===== src/core/wake_csum_pkg.sv =====
package wake_csum_pkg;
  // ==========================================================================
  // register byte addresses
  localparam logic [11:0] wakeup_control_status_addr = 12'h12c;
  localparam logic [11:0] checksum_offload_control_addr = 12'h130;
  localparam logic [11:0] wake_irq_status_addr = 12'h134;
  localparam logic [11:0] wake_irq_clear_addr = 12'h138;
  localparam logic [11:0] wake_irq_enable_addr = 12'h13c;
  // ==========================================================================
  // wakeup_control_status fields
  localparam int magic_packet_seen_bit = 5;
  localparam int broadcast_seen_bit = 4;
  localparam int station_addr_wake_bit = 3;
  localparam int pattern_frame_wake_bit = 2;
  localparam int magic_wake_bit = 1;
  localparam int broadcast_wake_bit = 0;
  localparam int resume_clears_bit = 8;
  localparam int station_seen_bit = 7;
  localparam int pattern_seen_bit = 6;
  // ==========================================================================
  // checksum_offload_control fields
  localparam int tx_csum_enable_bit = 16;
  localparam int rx_csum_mode_bit = 1;
  localparam int rx_csum_enable_bit = 0;
  // ==========================================================================
  // event bits in the interrupt registers
  localparam int irq_magic_bit = 0;
  localparam int irq_broadcast_bit = 1;
  localparam int irq_station_bit = 2;
  localparam int irq_pattern_bit = 3;
  localparam int irq_width = 4;
  // ==========================================================================
  // checksum start offsets in bytes
  localparam logic [7:0] rx_csum_fixed_start = 8'h0e;
  // ==========================================================================
  // reset values
  localparam logic [31:0] zero_word = 32'h0000_0000;
  localparam logic [3:0] irq_reset = 4'h0;
  // ==========================================================================
  // bus slave states
  typedef enum logic [1:0]
  {
    bus_idle = 2'b01,
    bus_answer = 2'b10
  } bus_state_t;
endpackage


===== src/core/mac_wakeup_and_checksum_ctrl.sv =====
`timescale 1ns/10ps
module mac_wakeup_and_checksum_ctrl
(
  input wire logic clock_in,
  input wire logic rst_n_in,
  input wire logic [11:0] avs_address_in,
  input wire logic avs_read_in,
  input wire logic avs_write_in,
  input wire logic [31:0] avs_writedata_in,
  input wire logic [3:0] avs_byteenable_in,
  output logic [31:0] avs_readdata_out,
  output logic avs_waitrequest_out,
  output logic [1:0] avs_response_out,
  input wire logic magic_packet_valid_in,
  input wire logic broadcast_valid_in,
  input wire logic station_addr_match_in,
  input wire logic pattern_match_in,
  input wire logic resume_done_in,
  output logic wake_request_out,
  output logic remote_wake_mode_out,
  output logic tx_csum_engine_enable_out,
  output logic rx_csum_engine_enable_out,
  output logic rx_csum_start_mode_out,
  output logic [7:0] rx_csum_fixed_start_out,
  output logic irq_out
);
  // ==========================================================================
  // state
  typedef struct packed
  {
    wake_csum_pkg::bus_state_t bus;
    logic [31:0] rdata;
    logic resp_err;
    logic station_wake;
    logic pattern_wake;
    logic magic_wake;
    logic bcast_wake;
    logic resume_clears;
    logic station_seen;
    logic pattern_seen;
    logic tx_en;
    logic rx_mode;
    logic rx_en;
    logic [3:0] irq_en;
    logic wake_req;
  } state_t;

  state_t st;
  state_t next_st;
  logic magic_flag;
  logic bcast_flag;
  logic [3:0] irq_status;
  logic [3:0] irq_set;
  logic [3:0] irq_clr;
  logic acc;
  logic wr_wake_ctrl;
  logic magic_ev;
  logic bcast_ev;
  logic station_ev;
  logic pattern_ev;
  logic resume_clr;

  function automatic logic hit(input logic [11:0] a, input logic [11:0] b);
    hit = (a == b);
  endfunction

  // ==========================================================================
  // events gated by enables
  assign acc = st.bus == wake_csum_pkg::bus_idle && (avs_read_in || avs_write_in);
  assign wr_wake_ctrl = acc && avs_write_in && avs_byteenable_in[0]
    && hit(avs_address_in, wake_csum_pkg::wakeup_control_status_addr);
  assign magic_ev = magic_packet_valid_in && st.magic_wake;
  assign bcast_ev = broadcast_valid_in && st.bcast_wake;
  assign station_ev = station_addr_match_in && st.station_wake;
  assign pattern_ev = pattern_match_in && st.pattern_wake;
  assign resume_clr = resume_done_in && st.resume_clears;

  // ==========================================================================
  // wakeup flags, write one to clear
  wake_event_latch u_magic
  (
    .clock_in(clock_in),
    .rst_n_in(rst_n_in),
    .set_in(magic_ev),
    .clear_in(resume_clr
      || (wr_wake_ctrl && avs_writedata_in[wake_csum_pkg::magic_packet_seen_bit])),
    .flag_out(magic_flag)
  );
  wake_event_latch u_bcast
  (
    .clock_in(clock_in),
    .rst_n_in(rst_n_in),
    .set_in(bcast_ev),
    .clear_in(resume_clr
      || (wr_wake_ctrl && avs_writedata_in[wake_csum_pkg::broadcast_seen_bit])),
    .flag_out(bcast_flag)
  );

  // ==========================================================================
  // interrupt status
  assign irq_set = {pattern_ev, station_ev, bcast_ev, magic_ev};
  assign irq_clr = (acc && avs_write_in && avs_byteenable_in[0]
    && hit(avs_address_in, wake_csum_pkg::wake_irq_clear_addr)) ? avs_writedata_in[3:0] : 4'h0;
  genvar gi;
  generate
    for (gi = 0; gi < wake_csum_pkg::irq_width; gi++)
    begin : g_irq
      wake_event_latch u_irq
      (
        .clock_in(clock_in),
        .rst_n_in(rst_n_in),
        .set_in(irq_set[gi]),
        .clear_in(irq_clr[gi]),
        .flag_out(irq_status[gi])
      );
    end
  endgenerate

  // ==========================================================================
  // next state
  always_comb
  begin
    next_st = st;
    next_st.wake_req = magic_ev || bcast_ev || station_ev || pattern_ev;
    if (station_ev)
      next_st.station_seen = 1'b1;
    else if (resume_clr || (wr_wake_ctrl && avs_writedata_in[wake_csum_pkg::station_seen_bit]))
      next_st.station_seen = 1'b0;
    if (pattern_ev)
      next_st.pattern_seen = 1'b1;
    else if (resume_clr || (wr_wake_ctrl && avs_writedata_in[wake_csum_pkg::pattern_seen_bit]))
      next_st.pattern_seen = 1'b0;
    case (st.bus)
      wake_csum_pkg::bus_idle:
      begin
        if (acc)
        begin
          next_st.bus = wake_csum_pkg::bus_answer;
          next_st.resp_err = 1'b0;
          next_st.rdata = wake_csum_pkg::zero_word;
          if (hit(avs_address_in, wake_csum_pkg::wakeup_control_status_addr))
          begin
            next_st.rdata[wake_csum_pkg::resume_clears_bit] = st.resume_clears;
            next_st.rdata[wake_csum_pkg::station_seen_bit] = st.station_seen;
            next_st.rdata[wake_csum_pkg::pattern_seen_bit] = st.pattern_seen;
            next_st.rdata[wake_csum_pkg::magic_packet_seen_bit] = magic_flag;
            next_st.rdata[wake_csum_pkg::broadcast_seen_bit] = bcast_flag;
            next_st.rdata[wake_csum_pkg::station_addr_wake_bit] = st.station_wake;
            next_st.rdata[wake_csum_pkg::pattern_frame_wake_bit] = st.pattern_wake;
            next_st.rdata[wake_csum_pkg::magic_wake_bit] = st.magic_wake;
            next_st.rdata[wake_csum_pkg::broadcast_wake_bit] = st.bcast_wake;
            if (avs_write_in && avs_byteenable_in[0])
            begin
              next_st.station_wake = avs_writedata_in[wake_csum_pkg::station_addr_wake_bit];
              next_st.pattern_wake = avs_writedata_in[wake_csum_pkg::pattern_frame_wake_bit];
              next_st.magic_wake = avs_writedata_in[wake_csum_pkg::magic_wake_bit];
              next_st.bcast_wake = avs_writedata_in[wake_csum_pkg::broadcast_wake_bit];
            end
            if (avs_write_in && avs_byteenable_in[1])
              next_st.resume_clears = avs_writedata_in[wake_csum_pkg::resume_clears_bit];
          end
          else if (hit(avs_address_in, wake_csum_pkg::checksum_offload_control_addr))
          begin
            next_st.rdata[wake_csum_pkg::tx_csum_enable_bit] = st.tx_en;
            next_st.rdata[wake_csum_pkg::rx_csum_mode_bit] = st.rx_mode;
            next_st.rdata[wake_csum_pkg::rx_csum_enable_bit] = st.rx_en;
            if (avs_write_in && avs_byteenable_in[2])
              next_st.tx_en = avs_writedata_in[wake_csum_pkg::tx_csum_enable_bit];
            if (avs_write_in && avs_byteenable_in[0])
            begin
              next_st.rx_mode = avs_writedata_in[wake_csum_pkg::rx_csum_mode_bit];
              next_st.rx_en = avs_writedata_in[wake_csum_pkg::rx_csum_enable_bit];
            end
          end
          else if (hit(avs_address_in, wake_csum_pkg::wake_irq_status_addr))
            next_st.rdata[3:0] = irq_status;
          else if (hit(avs_address_in, wake_csum_pkg::wake_irq_enable_addr))
          begin
            next_st.rdata[3:0] = st.irq_en;
            if (avs_write_in && avs_byteenable_in[0])
              next_st.irq_en = avs_writedata_in[3:0];
          end
          else if (!hit(avs_address_in, wake_csum_pkg::wake_irq_clear_addr))
            next_st.resp_err = 1'b1;
        end
      end
      wake_csum_pkg::bus_answer:
      begin
        next_st.bus = wake_csum_pkg::bus_idle;
      end
      default:
      begin
        next_st.bus = wake_csum_pkg::bus_idle;
      end
    endcase
  end

  always_ff @(posedge clock_in)
  begin
    if (!rst_n_in)
    begin
      st <= '0;
      st.bus <= wake_csum_pkg::bus_idle;
    end
    else
      st <= next_st;
  end

  // ==========================================================================
  // outputs
  assign avs_waitrequest_out = st.bus != wake_csum_pkg::bus_answer;
  assign avs_readdata_out = st.rdata;
  assign avs_response_out = st.resp_err ? 2'h2 : 2'h0;
  assign wake_request_out = st.wake_req;
  assign remote_wake_mode_out = st.station_wake || st.pattern_wake || st.bcast_wake;
  assign tx_csum_engine_enable_out = st.tx_en;
  assign rx_csum_engine_enable_out = st.rx_en;
  assign rx_csum_start_mode_out = st.rx_mode;
  assign rx_csum_fixed_start_out = wake_csum_pkg::rx_csum_fixed_start;
  assign irq_out = |(irq_status & st.irq_en);

  // ==========================================================================
  // checks
  a_magic_sets_flag: assert property (@(posedge clock_in) disable iff (!rst_n_in)
    magic_ev |=> magic_flag) else $error("magic flag not set");
  a_magic_disabled_quiet: assert property (@(posedge clock_in) disable iff (!rst_n_in)
    (!st.magic_wake && !magic_flag && !(acc && avs_write_in)) |=> !magic_flag)
    else $error("magic flag set while disabled");
  a_resume_clears_flags: assert property (@(posedge clock_in) disable iff (!rst_n_in)
    (resume_clr && !magic_ev && !bcast_ev) |=> !magic_flag && !bcast_flag)
    else $error("resume did not clear flags");
  a_bcast_sets_flag: assert property (@(posedge clock_in) disable iff (!rst_n_in)
    bcast_ev |=> bcast_flag && wake_request_out) else $error("broadcast flag not set");
  a_station_wake: assert property (@(posedge clock_in) disable iff (!rst_n_in)
    (station_addr_match_in && st.station_wake) |=> wake_request_out && st.station_seen)
    else $error("station wake missed");
  a_pattern_wake: assert property (@(posedge clock_in) disable iff (!rst_n_in)
    (pattern_match_in && st.pattern_wake) |=> st.pattern_seen) else $error("pattern wake missed");
  a_bcast_enable_mode: assert property (@(posedge clock_in) disable iff (!rst_n_in)
    st.bcast_wake |-> remote_wake_mode_out) else $error("broadcast enable without wake mode");
  a_tx_enable_write: assert property (@(posedge clock_in) disable iff (!rst_n_in)
    (acc && avs_write_in && avs_byteenable_in[2]
      && avs_address_in == wake_csum_pkg::checksum_offload_control_addr)
    |=> tx_csum_engine_enable_out == $past(avs_writedata_in[16]))
    else $error("tx engine enable not written");
  a_rx_enable_write: assert property (@(posedge clock_in) disable iff (!rst_n_in)
    (acc && avs_write_in && avs_byteenable_in[0]
      && avs_address_in == wake_csum_pkg::checksum_offload_control_addr)
    |=> rx_csum_engine_enable_out == $past(avs_writedata_in[0])
      && rx_csum_start_mode_out == $past(avs_writedata_in[1]))
    else $error("rx controls not written");
  a_reserved_zero: assert property (@(posedge clock_in) disable iff (!rst_n_in)
    (!avs_waitrequest_out) |-> avs_readdata_out[31:17] == 15'h0000)
    else $error("reserved bits not zero");
  a_irq_raised: assert property (@(posedge clock_in) disable iff (!rst_n_in)
    (magic_ev && st.irq_en[wake_csum_pkg::irq_magic_bit] && !(acc && avs_write_in)) |=> irq_out)
    else $error("interrupt not raised by magic event");
  a_resume_clears_seen: assert property (@(posedge clock_in) disable iff (!rst_n_in)
    (resume_clr && !station_ev && !pattern_ev) |=> !st.station_seen && !st.pattern_seen)
    else $error("resume did not clear match flags");
  a_bcast_write_clear: assert property (@(posedge clock_in) disable iff (!rst_n_in)
    (wr_wake_ctrl && avs_writedata_in[wake_csum_pkg::broadcast_seen_bit] && !bcast_ev)
    |=> !bcast_flag) else $error("broadcast flag not cleared by write");
  a_station_en_write: assert property (@(posedge clock_in) disable iff (!rst_n_in)
    wr_wake_ctrl
    |=> st.station_wake == $past(avs_writedata_in[wake_csum_pkg::station_addr_wake_bit]))
    else $error("station wake enable not written");
  a_pattern_en_write: assert property (@(posedge clock_in) disable iff (!rst_n_in)
    wr_wake_ctrl
    |=> st.pattern_wake == $past(avs_writedata_in[wake_csum_pkg::pattern_frame_wake_bit]))
    else $error("pattern wake enable not written");
  a_magic_en_write: assert property (@(posedge clock_in) disable iff (!rst_n_in)
    wr_wake_ctrl
    |=> st.magic_wake == $past(avs_writedata_in[wake_csum_pkg::magic_wake_bit]))
    else $error("magic wake enable not written");
  a_broadcast_wake_enable_write: assert property (@(posedge clock_in) disable iff (!rst_n_in)
    wr_wake_ctrl
    |=> st.bcast_wake == $past(avs_writedata_in[wake_csum_pkg::broadcast_wake_bit]))
    else $error("broadcast wake enable not written");
  a_magic_no_wake: assert property (@(posedge clock_in) disable iff (!rst_n_in)
    (magic_packet_valid_in && !st.magic_wake && !bcast_ev && !station_ev && !pattern_ev)
    |=> !wake_request_out) else $error("wake request while magic disabled");
  a_reset_levels: assert property (@(posedge clock_in)
    !rst_n_in |=> !tx_csum_engine_enable_out && !rx_csum_engine_enable_out
      && !rx_csum_start_mode_out) else $error("checksum controls not reset");
  a_irq_clear: assert property (@(posedge clock_in) disable iff (!rst_n_in)
    (irq_clr[wake_csum_pkg::irq_magic_bit] && !magic_ev)
    |=> !irq_status[wake_csum_pkg::irq_magic_bit])
    else $error("interrupt status not cleared");
  a_wait_one_cycle: assert property (@(posedge clock_in) disable iff (!rst_n_in)
    !avs_waitrequest_out |=> avs_waitrequest_out) else $error("waitrequest low too long");
endmodule // mac_wakeup_and_checksum_ctrl


===== src/core/wake_event_latch.sv =====
`timescale 1ns/10ps
// ==========================================================================
// sticky event bit: set wins over clear
module wake_event_latch
(
  input wire logic clock_in,
  input wire logic rst_n_in,
  input wire logic set_in,
  input wire logic clear_in,
  output logic flag_out
);
  logic flag;
  always_ff @(posedge clock_in)
  begin
    if (!rst_n_in)
      flag <= 1'b0;
    else if (set_in)
      flag <= 1'b1;
    else if (clear_in)
      flag <= 1'b0;
  end
  assign flag_out = flag;
endmodule // wake_event_latch


===== config.mk =====
export PLATFORM = sky130hd
export DESIGN_NAME = mac_wakeup_and_checksum_ctrl
export DESIGN_NICKNAME = d
export VERILOG_FILES = /design/src/core/wake_csum_pkg.sv /design/src/core/mac_wakeup_and_checksum_ctrl.sv /design/src/core/wake_event_latch.sv
export SDC_FILE = /design/constraint.sdc
export NUM_CORES = 1
export LEC_CHECK = 0
export BUFFER_PORTS_ARGS = -buffer_cell sky130_fd_sc_hd__clkbuf_2
export CORE_UTILIZATION = 40
export DETAILED_ROUTE_END_ITERATION = 16
export PLACE_DENSITY = 0.74
export SLEW_MARGIN = 15
export SYNTH_ARGS = -nofsm -noshare
export SYNTH_HDL_FRONTEND = slang
export SYNTH_HIERARCHICAL = 1
export SYNTH_SLANG_ARGS = --single-unit

===== constraint.sdc =====
create_clock -name clock_in -period 2.1 [get_ports clock_in]
set_clock_uncertainty 0.15 [all_clocks]
set_input_delay 0.105 -clock clock_in [delete_from_list [all_inputs] [get_ports clock_in]]
set_output_delay 0.105 -clock clock_in [all_outputs]
set_load 0.05 [all_outputs]

Word-level counts from Yosys, hierarchy flattened
Cells that the tools add are included.
Cells by class
  reduce and logical (&&, ||, !) cells: 43
  equality and inequality tests: 7
  mux-type cells: 31
  bitwise gates (word level): 4
Operators with widths (count)
  == test 12 x 9 -> 1 bit (second input constant): 5
  two-way mux 1 bit: 23
  logical AND 1 bit: 17
  two-way mux 4 bit: 4
  nonzero test 2 bit: 8
  logical OR 1 bit: 10
  AND reduction 5 bit: 2
  AND reduction 4 bit: 2
  AND reduction 7 bit: 1
  two-way mux 2 bit: 3
  two-way mux 5 bit: 1
  bitwise AND 4 bit: 1
  AND reduction 2 bit: 2
  OR reduction 4 bit: 1
  inverter 1 bit: 3
  == test 2 x 1 -> 1 bit (second input constant): 1
  != test 2 bit (second input constant): 1
Word-level totals
  output and inout port bits: 49
  register bits after elaboration: 34

Logic depth before layout (Yosys ltp)
  word-level depth: 9
  depth in mapped cells: 9

Cells and area by module
The synthesis kept the hierarchy.
Modules (own cells, without submodules)
  mac_wakeup_and_checksum_ctrl: instances 1, seq. area each 560.5 um2, cells each 203, area each 1770.4 um2
  wake_event_latch: instances 6, seq. area each 20.0 um2, cells each 3, area each 41.3 um2

Least setup slack after synthesis
Ideal clock, no wire load.
  kind: input port to flip-flop
  start point: input port avs_address_in[9]
  end point: register u_bcast.flag (netlist: u_bcast/flag_out)
  slack: 0.410 ns
  cell stages on the path: 8
  data arrival time: 1.425 ns
  data required time: 1.835 ns
  setup time: 0.115 ns
  cell sequence: nor4b_4 > and4_1 > buf_4 > nor2b_4 > buf_6 > a22o_1 > nor2b_4 > o21a_1
On the way
  longest elaborated chain between the ends: 5
RTL lines
  start, declared: line mac_wakeup_and_checksum_ctrl.sv:6  | input wire logic [11:0] avs_address_in,
  == test 12 x 9 -> 1 bit: line mac_wakeup_and_checksum_ctrl.sv:64  | hit = (a == b);
  logical AND 1 bit: line mac_wakeup_and_checksum_ctrl.sv:71  | && hit(avs_address_in, wake_csum_pkg::wakeup_control_status_addr);
  logical AND 1 bit: line mac_wakeup_and_checksum_ctrl.sv:95  | || (wr_wake_ctrl && avs_writedata_in[wake_csum_pkg::broadcast_seen_bit])),
  logical OR 1 bit: line mac_wakeup_and_checksum_ctrl.sv:95
  nonzero test 2 bit (no line)
  end signal, assigned: line wake_event_latch.sv:16  | flag <= 1'b0;
  end signal, assigned: line wake_event_latch.sv:18  | flag <= 1'b1;
  end signal, assigned: line wake_event_latch.sv:20  | flag <= 1'b0;
  end, declared: line wake_event_latch.sv:12  | logic flag;
Every way passes these cells.
A chain may end at the register's enable or synchronous reset.

Final worst setup path
  start point: register st[49] (netlist bit)
  end point: register st[8] (netlist bit)
On the way
  longest elaborated chain between the ends: 8
RTL lines
  start, declared: line mac_wakeup_and_checksum_ctrl.sv:48  | state_t st;
  start signal, assigned: line mac_wakeup_and_checksum_ctrl.sv:206  | st <= next_st;
  == test 2 x 1 -> 1 bit: line mac_wakeup_and_checksum_ctrl.sv:69  | assign acc = st.bus == wake_csum_pkg::bus_idle && (avs_read_in || avs_write_in);
  logical AND 1 bit: line mac_wakeup_and_checksum_ctrl.sv:69
  logical AND 1 bit (2 in a row): line mac_wakeup_and_checksum_ctrl.sv:70  | assign wr_wake_ctrl = acc && avs_write_in && avs_byteenable_in[0]
  logical AND 1 bit: line mac_wakeup_and_checksum_ctrl.sv:71
  logical AND 1 bit: line mac_wakeup_and_checksum_ctrl.sv:131  | else if (resume_clr || (wr_wake_ctrl && avs_writedata_in[wake_csum_pkg::pattern_seen_bit]))
  logical OR 1 bit: line mac_wakeup_and_checksum_ctrl.sv:131
  nonzero test 2 bit (no line)
Every way passes these cells.

==> results.md <==
* TritonCTS clock tree: built
* Cell with the most instances after synthesis: buf_4
* CP startpoint kind: flip-flop
* Period minus WS final at 1930 ps
* Most frequent cells after synthesis: 44 x buf_4, 34 x dfxtp_1, 28 x nand2_1, 13 x mux2i_1
* Async SR Flop Fraction at 0
* Top cells by area, synth: dfxtp_1 34%, buf_4 16%, mux2i_1 6.4%
* Comb pwr share at 0.184
* Die width at 73.0 µm
* Setup-failing EPs final at 0
* Iter 0 DRT Violations at 92
* IO Port Bufs at 51
* Arrival time worst endpoint at 1960 ps
* Worst path cell trace: and3b_1 -> nand2_1 -> buf_4 -> nor2b_4 -> a31oi_1 -> dlygate4sd3_1
* # clock sinks at 34
* Number of inserted diodes at 0
* Post-synthesis cell count at 221
* Switch share at 0.309
* Setup TNS at 0 ps
* Antenna viol nets, final at 0
* Sw Pwr at 0.435 mW
* Initial antenna violation count at 0
* CTS Root Cell: clkbuf_8
* Clk pwr share at 0.351
* Synth Cell Area at 0.00202 mm²
* Synth warn at 6
* CTS Buffer Depth at 2
* Final #Nets at 333
* Period Utilization, post-route at 0.920
* Total GRT Usage at 0.163
* Worst-path fanout max at 4
* Starting Density at 0.422
* Grt total ovfl at 0
* Unrepaired setup endpoints after global routing: false
* Slowest library cell on the worst path: dlygate4sd3_1
* Top cell type's share of synthesized area at 0.337
* CP Class: reg2reg
* Endpoint class of the critical path: flip-flop
* Slew Viols, Final at 0
* Synth Area per Inst at 9.13 µm²
* Layout cells sized above 1 at 0.285
* Outcome: completed
* Largest net degree at the start of global routing at 32
* GPL Wtd Cong at 0.751
* Io pins at 106
* Vias/cell at 4.54
* Largest stage delay, worst path at 550 ps
* TritonRoute pass-1 iters at 4
* First-pass GRT wire length at 6560 µm
* Overall Power at 1.41 mW
* Inst Count DP at 323
* Die Span Y at 73.0 µm
* Leakage power figure at 1.06 nW
* Fin cells at 344
* Worst hold slack at 41.3 ps
* Final hold violations at 0
* Post-synth EDFFs at 0
* WL final at 4020 µm
* Row count at 25
* DP HPWL at 3170 µm
* Primary FF master, synth: dfxtp_1
* Vias in the first global route at 1,456
* Synthesized flop and latch total at 34
* Core area at 0.00479 mm²
* Clock Latency Late Sink at 280 ps
* Synth unique cells at 41
* Fin util at 0.490
* Sequential fraction of the synthesis area at 0.337
* Die ar. at 0.00533 mm²
* Data required time of the worst path at 2120 ps
* Dominant cell type by area after synthesis: dfxtp_1
* Max IR drop VDD at 201 µV
* WL/cell at 11.7 µm
* Total CTS buffers at 5
* H-tree levels at 2
* Max-Cap Viols at 0
* Vias at 1,561
* Reg clk slew, reported paths at 70 ps
* Area growth syn-to-layout at 16.2%
* Post-CTS Setup Inserts at 0
* Sequential power share at 0.465
* Worst hold path type: in2reg
* PD cells at 600 mW/mm²
* # DRC at 0
* Internal at 0.971 mW
* Fmax at 517 MHz
## logic make-up after synthesis
family	after synthesis	share of synthesized area
AO/OA/AOI/OAI	37	0.131
buffers and inverters	56	0.200
flip-flops	34	0.337
multiplexers	15	0.0756
other	2	0.00372
AND/OR/NAND/NOR	77	0.253
## state kept, by name (all words and copies together), names as in the netlist
name and flops:
u_magic/flag_out 1, wake_request_out 1, g_irq.u_irq/flag_out 4, st 14
avs_readdata_out 10, rx_csum_engine_enable_out 1, tx_csum_engine_enable_out 1, u_bcast/flag_out 1
rx_csum_start_mode_out 1
## stage by stage
step | worst slack (ps) | instance area, µm²
floorplan | 410 | 2130
global placement | 242 | 2120
detailed placement | 201 | 2120
CTS | 159 | 2340
global route | 76.3 | 2340
finish | 167 | 2340
## power by group through the flow
stage          Sequential, mW  Clock, mW  Combinational, mW
6_report                0.654      0.493              0.259
5_1_grt                 0.654      0.537              0.276
4_1_cts                 0.653      0.505              0.259
3_5_place_dp            0.668          0              0.244
3_3_place_gp            0.668          0              0.243
2_1_floorplan           0.667          0              0.240
## path summary, 6_finish.rpt
path	from	to	slack (ps)	depth (start not counted)
max	st[49]$_SDFFE_PN0N_	st[8]$_SDFFE_PN0P_	170	6
min	pattern_match_in	g_irq[3].u_irq/flag_out$_SDFFE_PN0P_	40	4
max reg2reg	st[49]$_SDFFE_PN0N_	st[8]$_SDFFE_PN0P_	170	6
min reg2reg	avs_readdata_out[16]$_SDFFE_PN0P_	avs_readdata_out[16]$_SDFFE_PN0P_	300	2
## metal layers
metal / vias up / global-route usage / wire [µm] / part of all wire
li1: 800 / - / - / -
met1: 704 / 0.205 / 1880 / 0.47
met5: - / 0 / 0 / 0
met4: 0 / 0.0523 / 41 / 0.010
met2: 52 / 0.263 / 1850 / 0.46
met3: 5 / 0.0525 / 248 / 0.062
## critical path, delay by kind of cell (launching register included)
kind / cells / cell delay (ps)
AND/OR/NAND/NOR: 3 / 550
buffers and inverters: 2 / 720
flip-flops: 1 / 320
AO/OA/AOI/OAI: 1 / 90
## area by class of cell
type                       instances  area, µm²
clock buffer                       7       86.3
clock inverter                     1       5.00
fill                             479       2440
inverter                           6       22.5
multi-input combinational        160       1040
sequential                        34        681
tap                               67       83.8
timing repair buffer              69        423
## placed cells by master, fill, tap and decap left out, drive strengths merged, types with 3 or more instances in the layout
cell,n
clkbuf,58
dfxtp,34
conb,31
nand2,28
mux2i,13
dlygate4sd3,13
and2,7
nor2b,7
nand3,7
nor2,6
a21oi,6
o21a,6
inv,6
o31ai,5
buf,5
a22oi,4
nor3,4
or3,3
o211ai,3
nand4,3
## repair_timing
action	4_1_cts	5_1_grt
hold buffers	13	0
gates resized for setup	0	0
hold endpoints to repair	19	0
No activity file was read; power rests on OpenSTA's default activity.
